`src/shared/event_irq_pkg.sv`:
```
// Constants for the event interrupt output block.
// Assumes a 250 MHz core clock; all times are converted to cycles here.
package event_irq_pkg;
   localparam int CLK_MHZ          = 250;     // Core clock rate
   localparam int PULSE_WIDTH_US   = 100;     // Low time of one pulse
   localparam int PULSE_GAP_US     = 100;     // Least high time between pulses
   localparam int CFG_FILTER_US    = 7;       // Config pin filter time
   localparam int PULSE_WIDTH_CYC  = PULSE_WIDTH_US * CLK_MHZ;
   localparam int PULSE_GAP_CYC    = PULSE_GAP_US * CLK_MHZ;
   localparam int CFG_FILTER_CYC   = CFG_FILTER_US * CLK_MHZ;
   localparam int TIMER_W          = 16;      // Width of the pulse timer
   localparam int FILT_W           = 11;      // Width of the filter counter
   localparam int WAKE_W           = 8;       // Bits per wake status register
   localparam int FAIL_W           = 8;       // Bits of other failure status
   localparam int TO_BIT           = 0;       // Bus timeout position in register b
   localparam logic [1:0] MODE_INIT   = 2'h0; // Operating mode encodings
   localparam logic [1:0] MODE_NORMAL = 2'h1;
   localparam logic [1:0] MODE_STOP   = 2'h2;
   localparam logic [1:0] MODE_OTHER  = 2'h3;
   // Pulse sequencer states, Gray coded along idle-low-gap
   typedef enum logic [1:0] {
      ST_IDLE = 2'b00,
      ST_LOW  = 2'b01,
      ST_GAP  = 2'b11
   } pulse_state_t;
endpackage : event_irq_pkg

```
`src/event_interrupt_output.sv`:
```
// Attention (interrupt) output sequencer with wake and failure status latches.
// Assumes event strobes and clear strobes come from logic on clk; the
// attention pin level comes from outside and is synchronised here.
// Contract
// - Pulse low 100 us in normal/stop
// - Pulses never change operating mode
// - Class 0 interrupts on wake status only
// - Wake event needs its source enabled
// - Bus timeout gated by own mask
// - Class 1 adds failures, never level status
// - Fatal faults never interrupt
// - Stop entry with uncleared wake events, enabled or not
// - Visible status updates at pulse fall
// - Events latched until read and cleared
// - Init mode samples pin through 7 us filter
module event_interrupt_output
   import event_irq_pkg::*;
(
   input  wire logic              clk,                 // Core clock
   input  wire logic              nrst,                // Async reset, active low
   input  wire logic [1:0]        op_mode,             // Operating mode, read only
   input  wire logic              stop_cmd,            // Pulse: commanded into stop
   input  wire logic              class_global,        // Class select bit
   input  wire logic              bus_timeout_mask,    // Enables bus timeout interrupt
   input  wire logic [WAKE_W-1:0] wake_enable_a,       // Wake sources enabled, reg a
   input  wire logic [WAKE_W-1:0] wake_enable_b,       // Wake sources enabled, reg b
   input  wire logic [WAKE_W-1:0] wake_event_a,        // Wake event strobes, reg a
   input  wire logic [WAKE_W-1:0] wake_event_b,        // Wake event strobes, reg b
   input  wire logic              bus_timeout_event,   // Bus timeout strobe
   input  wire logic [FAIL_W-1:0] fail_event,          // Interrupting failure strobes
   input  wire logic [FAIL_W-1:0] fatal_event,         // Non-interrupting fault strobes
   input  wire logic              clear_wake_a,        // Read-and-clear, reg a
   input  wire logic              clear_wake_b,        // Read-and-clear, reg b
   input  wire logic              clear_fail,          // Read-and-clear, failures
   input  wire logic              clear_fatal,         // Read-and-clear, fatal faults
   input  wire logic              attn_pin_in,         // Attention pin level
   output logic                   attn_out,            // Attention pin drive value
   output logic                   attn_oe_n,           // Drive enable, low drives
   output logic [WAKE_W-1:0]      wake_status_reg_a,   // Visible wake status a
   output logic [WAKE_W-1:0]      wake_status_reg_b,   // Visible wake status b
   output logic [FAIL_W-1:0]      fail_status,         // Visible failure status
   output logic [FAIL_W-1:0]      fatal_status,        // Visible fatal fault status
   output logic                   hw_config            // Filtered config level
);
   // Internal latches and pulse sequencer state
   logic [WAKE_W-1:0] wa_reg, wa_next;       // Latched wake events a
   logic [WAKE_W-1:0] wb_reg, wb_next;       // Latched wake events b
   logic [FAIL_W-1:0] fl_reg, fl_next;       // Latched failures
   logic [FAIL_W-1:0] ft_reg, ft_next;       // Latched fatal faults
   logic [WAKE_W-1:0] va_reg, va_next;       // Visible copy a
   logic [WAKE_W-1:0] vb_reg, vb_next;       // Visible copy b
   logic [FAIL_W-1:0] vf_reg, vf_next;       // Visible copy failures
   logic [FAIL_W-1:0] vt_reg, vt_next;       // Visible copy fatal
   logic              pend_reg, pend_next;   // Interrupt waiting for a pulse
   pulse_state_t      st_reg, st_next;       // Sequencer state
   logic [TIMER_W-1:0] tmr_reg, tmr_next;    // Phase timer
   logic              out_reg, out_next;     // Pin drive value
   logic              oe_n_reg, oe_n_next;   // Pin drive enable, low active
   logic              sync1_reg, sync2_reg;  // Pin synchroniser
   logic              cfg_reg, cfg_next;     // Registered config level
   logic              cfg_filt;              // Filter output
   logic [WAKE_W-1:0] irq_a, irq_b;          // Interrupting wake bits
   logic              irq_fail;              // Interrupting failure
   logic              new_irq;               // Any new interrupt this cycle
   logic              pulse_mode;            // Modes that pulse the pin

   // Mask wake bits by enable; bus timeout bit uses its own mask
   function automatic logic [WAKE_W-1:0] wake_gate(
      input logic [WAKE_W-1:0] ev,
      input logic [WAKE_W-1:0] en,
      input logic              to_slot,
      input logic              to_mask
   );
      logic [WAKE_W-1:0] g;
      g = ev & en;
      if (to_slot) begin
         g[TO_BIT] = ev[TO_BIT] & to_mask;
      end
      return g;
   endfunction : wake_gate

   // Pin synchroniser, two flops
   always_ff @(posedge clk or negedge nrst) begin
      if (!nrst) begin
         sync1_reg <= 1'b1;
         sync2_reg <= 1'b1;
      end else begin
         sync1_reg <= attn_pin_in;
         sync2_reg <= sync1_reg;
      end
   end

   // Config level filter, active only in init mode
   cfg_pin_filter u_cfg_filter (
      .clk       (clk),
      .nrst      (nrst),
      .enable    (op_mode == MODE_INIT),
      .level_in  (sync2_reg),
      .level_out (cfg_filt)
   );

   // Interrupt source decode; fatal faults never feed it
   always_comb begin
      logic [WAKE_W-1:0] eb;
      eb = wake_event_b;
      eb[TO_BIT] = bus_timeout_event;
      irq_a    = wake_gate(wake_event_a, wake_enable_a, 1'b0, 1'b0);
      irq_b    = wake_gate(eb, wake_enable_b, 1'b1, bus_timeout_mask);
      irq_fail = class_global && (|fail_event);
      new_irq  = (|irq_a) || (|irq_b) || irq_fail
                 || (stop_cmd && ((|wa_reg) || (|wb_reg)));
   end

   // Status latches: set wins over clear
   always_comb begin
      logic [WAKE_W-1:0] eb;
      eb = wake_event_b;
      eb[TO_BIT] = bus_timeout_event;
      wa_next = (clear_wake_a ? '0 : wa_reg) | wake_event_a;
      wb_next = (clear_wake_b ? '0 : wb_reg) | eb;
      fl_next = (clear_fail ? '0 : fl_reg) | fail_event;
      ft_next = (clear_fatal ? '0 : ft_reg) | fatal_event;
   end

   // Pulse sequencer; mode is only read, never written
   always_comb begin
      pulse_mode = (op_mode == MODE_NORMAL) || (op_mode == MODE_STOP);
      st_next   = st_reg;
      tmr_next  = tmr_reg;
      pend_next = pend_reg || new_irq;
      out_next  = 1'b1;
      oe_n_next = (op_mode == MODE_INIT);                 // Release in init
      va_next   = va_reg;
      vb_next   = vb_reg;
      vf_next   = vf_reg;
      vt_next   = vt_reg;
      // Cleared bits vanish from the visible copy at once
      if (clear_wake_a) va_next = '0;
      if (clear_wake_b) vb_next = '0;
      if (clear_fail)   vf_next = '0;
      if (clear_fatal)  vt_next = '0;
      case (st_reg)
         // Wait for a pending interrupt
         ST_IDLE: begin
            if (pend_reg && pulse_mode) begin
               st_next   = ST_LOW;
               tmr_next  = '0;
               pend_next = new_irq;
               out_next  = 1'b0;
               va_next   = wa_next;
               vb_next   = wb_next;
               vf_next   = fl_next;
               vt_next   = ft_next;
            end
         end
         // Pin held low for the pulse width
         ST_LOW: begin
            out_next = 1'b0;
            tmr_next = tmr_reg + TIMER_W'(1);
            // Entry edge counts as the first low cycle, so release after W-1 more
            if (tmr_reg == TIMER_W'(PULSE_WIDTH_CYC - 1)) begin
               st_next  = ST_GAP;
               tmr_next = '0;
               out_next = 1'b1;
            end
         end
         // Least high time before the next pulse
         ST_GAP: begin
            tmr_next = tmr_reg + TIMER_W'(1);
            if (tmr_reg == TIMER_W'(PULSE_GAP_CYC - 2)) begin
               st_next  = ST_IDLE;
               tmr_next = '0;
            end
         end
         default: begin
            st_next  = ST_IDLE;
            tmr_next = '0;
         end
      endcase
      cfg_next = cfg_filt;
   end

   // State registers
   always_ff @(posedge clk or negedge nrst) begin
      if (!nrst) begin
         wa_reg   <= '0;
         wb_reg   <= '0;
         fl_reg   <= '0;
         ft_reg   <= '0;
         va_reg   <= '0;
         vb_reg   <= '0;
         vf_reg   <= '0;
         vt_reg   <= '0;
         pend_reg <= 1'b0;
         st_reg   <= ST_IDLE;
         tmr_reg  <= '0;
         out_reg  <= 1'b1;
         oe_n_reg <= 1'b1;
         cfg_reg  <= 1'b0;
      end else begin
         wa_reg   <= wa_next;
         wb_reg   <= wb_next;
         fl_reg   <= fl_next;
         ft_reg   <= ft_next;
         va_reg   <= va_next;
         vb_reg   <= vb_next;
         vf_reg   <= vf_next;
         vt_reg   <= vt_next;
         pend_reg <= pend_next;
         st_reg   <= st_next;
         tmr_reg  <= tmr_next;
         out_reg  <= out_next;
         oe_n_reg <= oe_n_next;
         cfg_reg  <= cfg_next;
      end
   end

   // Outputs straight from flops
   assign attn_out          = out_reg;
   assign attn_oe_n         = oe_n_reg;
   assign wake_status_reg_a = va_reg;
   assign wake_status_reg_b = vb_reg;
   assign fail_status       = vf_reg;
   assign fatal_status      = vt_reg;
   assign hw_config         = cfg_reg;
endmodule : event_interrupt_output

```
`src/cfg_pin_filter.sv`:
```
// Debounce filter for the attention pin level sampled in init mode.
// Assumes the input is already synchronised to clk.
module cfg_pin_filter
   import event_irq_pkg::*;
(
   input  wire logic clk,           // Core clock
   input  wire logic nrst,          // Async reset, active low
   input  wire logic enable,        // Filter runs only while high
   input  wire logic level_in,      // Synchronised pin level
   output logic      level_out      // Filtered level
);
   logic [FILT_W-1:0] cnt_reg, cnt_next;   // Stable-time counter
   logic              out_reg, out_next;   // Accepted level

   // Accept a new level after it stays stable the whole filter time
   always_comb begin
      cnt_next = cnt_reg;
      out_next = out_reg;
      if (!enable || level_in == out_reg) begin
         cnt_next = '0;
      end else if (cnt_reg == FILT_W'(CFG_FILTER_CYC - 1)) begin
         out_next = level_in;
         cnt_next = '0;
      end else begin
         cnt_next = cnt_reg + FILT_W'(1);
      end
   end

   // State registers
   always_ff @(posedge clk or negedge nrst) begin
      if (!nrst) begin
         cnt_reg <= '0;
         out_reg <= 1'b0;
      end else begin
         cnt_reg <= cnt_next;
         out_reg <= out_next;
      end
   end

   assign level_out = out_reg;
endmodule : cfg_pin_filter

```
`config.mk`:
```
export PLATFORM = sky130hd
export DESIGN_NAME = event_interrupt_output
export DESIGN_NICKNAME = d
export VERILOG_FILES = /design/src/shared/event_irq_pkg.sv /design/src/event_interrupt_output.sv /design/src/cfg_pin_filter.sv
export SDC_FILE = /design/constraint.sdc
export NUM_CORES = 1
export LEC_CHECK = 0
export BUFFER_PORTS_ARGS = -buffer_cell sky130_fd_sc_hd__buf_2
export CAP_MARGIN = 20
export CORE_UTILIZATION = 48
export CTS_CLUSTER_DIAMETER = 120
export DETAILED_ROUTE_END_ITERATION = 10
export PLACE_DENSITY = 0.75
export SLEW_MARGIN = 5
export SYNTH_ARGS = -nofsm -noshare
export SYNTH_HDL_FRONTEND = slang
export SYNTH_SLANG_ARGS = --single-unit
```
`constraint.sdc`:
```
create_clock -name clk -period 1.55 [get_ports clk]
set_clock_uncertainty 0.1 [all_clocks]
set_input_delay 0.155 -clock clk [delete_from_list [all_inputs] [get_ports clk]]
set_output_delay 0.155 -clock clk [all_outputs]
set_load 0.01 [all_outputs]
```
==> results.tsv <==
stage	metric	value	unit
outcome	status	finished, violations left	
outcome	violations	negative setup slack	
yosys	syn-num-nets	480	
power	sw_frac_of_total	0.256	
yosys	synth_top_area_frac	0.564	
grt	track_usage	0.240	
clocking	cts_tree	yes	
route	routed_wl	10.1	mm
sta	slew_viol_final	0	
power	p_int	0.00346	W
cells_and_area	area_growth_syn_to_layout	33.5	%
floorplan	die_h	96.2	um
yosys	ys_seq_area_frac	0.589	
yosys	yosys_warnings	0	
place	gp_congestion	0.834	
sta	hold_slack	0.0386	ns
route	wl_per_cell	14.8	um
sta	hold_viol_final	0	
setup_path	crit_slowest_cell	dfrtp_1	
setup_path	endpoint_kind	flip-flop	
route	drt_iter0_markers	183	
setup_path	arrival	1.81	ns
cells_and_area	fin_cells	682	
yosys	syn_inst	414	
setup_path	worstPathMaxFanout	8	
floorplan	ios	96	
clocking	clockBufferDepth	2	
yosys	ys_seq_elements	100	
floorplan	die_area	0.00925	sq mm
sta	setup_slack	-0.123	ns
place	dpl.cell_count	623	
clocking	numCtsBuffers	9	
sta	finalCritPeriodShare	1.08	
grt	grt_first_pass_wirelength	16.7	mm
yosys	synth_top_area_cell	dfrtp_1	
floorplan	die_w	96.2	um
yosys	avgSynthCellArea	10.3	sq um
sta	timing.fmax	598	MHz
power	sequentialPowerShare	0.580	
floorplan	start_util	0.508	
power	p_total	0.00465	W
power	comb_power_share	0.075	
grt	first_global_vias	3621	
sta	max_slew_margin	0.659	
route	drc_errors	0	
clocking	clock_sinks	100	
clocking	clock_latency	0.37	ns
power	max-vdd-ir-drop	0.539	mV
place	numPortBuffers	93	
route	routed-via-count	3677	
cells_and_area	n_fill_cell	629	
min_path	hold_class	in -> reg	
yosys	netlist_area	0.00426	sq mm
power	power_switching	0.00119	W
setup_path	worst-setup-path-type	reg -> reg	
place	dp_hpwl	6.52	mm
cells_and_area	drive_gt1_frac	0.288	
cells_and_area	largest_register_ffs	16	
yosys	yosysUniqueCellTypes	45	
cells_and_area	nets	638	
clocking	clk_pin_slew	0.11	ns
yosys	synth_area_leaders	dfrtp_1, nand3_1, o21ai_0	
yosys	synth-edff-count	0	
setup_path	startpoint_type	flip-flop	
setup_path	cp_cell_sequence	nor4_2, nand4_2, o21ai_4, o211ai_1	
floorplan	row_count	33	
yosys	ys_async_sr_fraction	1.00	
route	drt-vias-per-instance	5.39	
grt	grt.overflow.total	0	
run	cap_viol_max_count	0	
clocking	root_buffer	clkbuf_8	
power	power.clock.fraction	0.345	
cells_and_area	num_antenna_cells	0	
setup_path	cpPeakStageDelay	0.42	ns
sta	period_minus_slack	1.67	ns
power	cellPowerDensity	819	mW/mm^2
route	dr.pass1.iters	4	
grt	antenna_found_initial	0	
floorplan	core	0.00838	sq mm
sta	finalSetupViolCount	17	
yosys	ys.flop_type	dfrtp_1	
sta	rsz0062_at_grt	true	
route	drtAntennaViolNets	0	
clocking	htree_levels	3	
power	leakagePower	2.71	nW
cells_and_area	fin_util	0.678	
sta	worstMarginPinSlew	0.511	ns
grt	grt_max_degree	101	
setup_path	required	1.69	ns
cell type report:
cell class | instances | area [sq um] | share of cell area
clock buffers | 9 | 124 | 0.0218
clock inverters | 7 | 67.6 | 0.0119
inverters | 43 | 161 | 0.0284
multi-input cells | 255 | 1560 | 0.275
flip-flops and latches | 100 | 2510 | 0.441
well taps | 105 | 131 | 0.0231
repair buffers | 163 | 1130 | 0.198
Yosys cell counts, drive strengths merged (5+ instances only):
cell type and count:
xor2 10, nand4 13, nand3 45, clkbuf 8, inv 43, dfrtp 96, a21oi 34, o211ai 5
nor4 8, nor2 17, and4 7, ha 5, a22oi 8, o21ai 43, nand2 24, buf 8
path summary, 6_finish.rpt:
kind	startpoint	to	slack, ns	cells after the start
hold / removal	op_mode[1]	attn_oe_n$_DFF_PN1_	0.04	3
min in group asynchronous	nrst	fail_status[2]$_DFF_PN0_	0.28	3
setup / recovery	tmr_reg[4]$_DFFE_PN0P_	tmr_reg[14]$_DFFE_PN0P_	-0.12	4
max in group asynchronous	nrst	attn_out$_DFF_PN1_	0.66	3
hold reg to reg	sync1_reg$_DFF_PN1_	sync2_reg$_DFF_PN1_	0.26	0
setup reg to reg	tmr_reg[4]$_DFFE_PN0P_	tmr_reg[14]$_DFFE_PN0P_	-0.12	4
cell families after synthesis:
kind of cell | after synthesis | synth area share
mux | 2 | 0.00500
compound gates | 104 | 0.146
fa+ha+maj | 5 | 0.0147
flops | 100 | 0.589
buf+inv | 59 | 0.0544
simple gates | 133 | 0.168
xor+xnor | 11 | 0.0226
worst max-delay path, delay by kind of cell (launching register included):
| kind | cells | cell delay [ns] |
|---|---|---|
| simple gates | 2 | 0.56 |
| compound gates | 2 | 0.46 |
| flops | 1 | 0.42 |
metrics by stage:
step	setup TNS [ns]	setup WS (ns)	area, sq um
finish	-1.06	-0.123	5680
global route	-3.51	-0.195	5680
CTS	-0.640	-0.0864	5600
detailed placement	-0.686	-0.0933	5020
global placement	-0.729	-0.101	5020
floorplan	0	0.0220	4260
per-layer routing:
layer | share of wire | GRT usage | vias up
met2 | 0.49 | 0.388 | 118
met5 | 0 | 0 | -
met4 | 0.029 | 0.121 | 0
met3 | 0.048 | 0.0442 | 29
li1 | - | - | 1776
met1 | 0.44 | 0.309 | 1754
layout by cell type, fill, tap and decap left out, drive strengths merged, types with 2 or more instances in the layout:
cell type	netlist	layout
buf	8	127
dfrtp	96	96
inv	43	47
nand3	45	45
o21ai	43	43
dlygate4sd3	0	36
a21oi	34	34
nand2	24	24
nor2	17	17
nand4	13	13
xor2	10	10
clkbuf	8	9
a22oi	8	8
nor4	8	8
and4	7	7
o211ai	5	5
ha	5	5
dfstp	4	4
and2	4	4
or3	3	3
nand2b	3	3
and3	3	3
nand3b	2	2
o31a	2	2
nor2b	2	2
clkinv	0	2
what timing repair did:
item / 4_1_cts / 5_1_grt
pin swaps: 3 / 11
resized for setup: 5 / 18
setup buffers: 1 / 6
setup endpoints to repair: 12 / 34
endpoints found under the hold margin: 155 / 0
hold buffers: 36 / 0
power groups by stage:
stage | Sequential, W | Combinational [W] | Clock (W)
finish | 0.00270 | 0.000348 | 0.00161
floorplan | 0.00274 | 0.0000992 | 0
detailed placement | 0.00275 | 0.000273 | 0
global placement | 0.00275 | 0.000266 | 0
global route | 0.00271 | 0.000390 | 0.00175
CTS | 0.00270 | 0.000343 | 0.00164
Note: power is estimated with default switching activity, not from simulation.
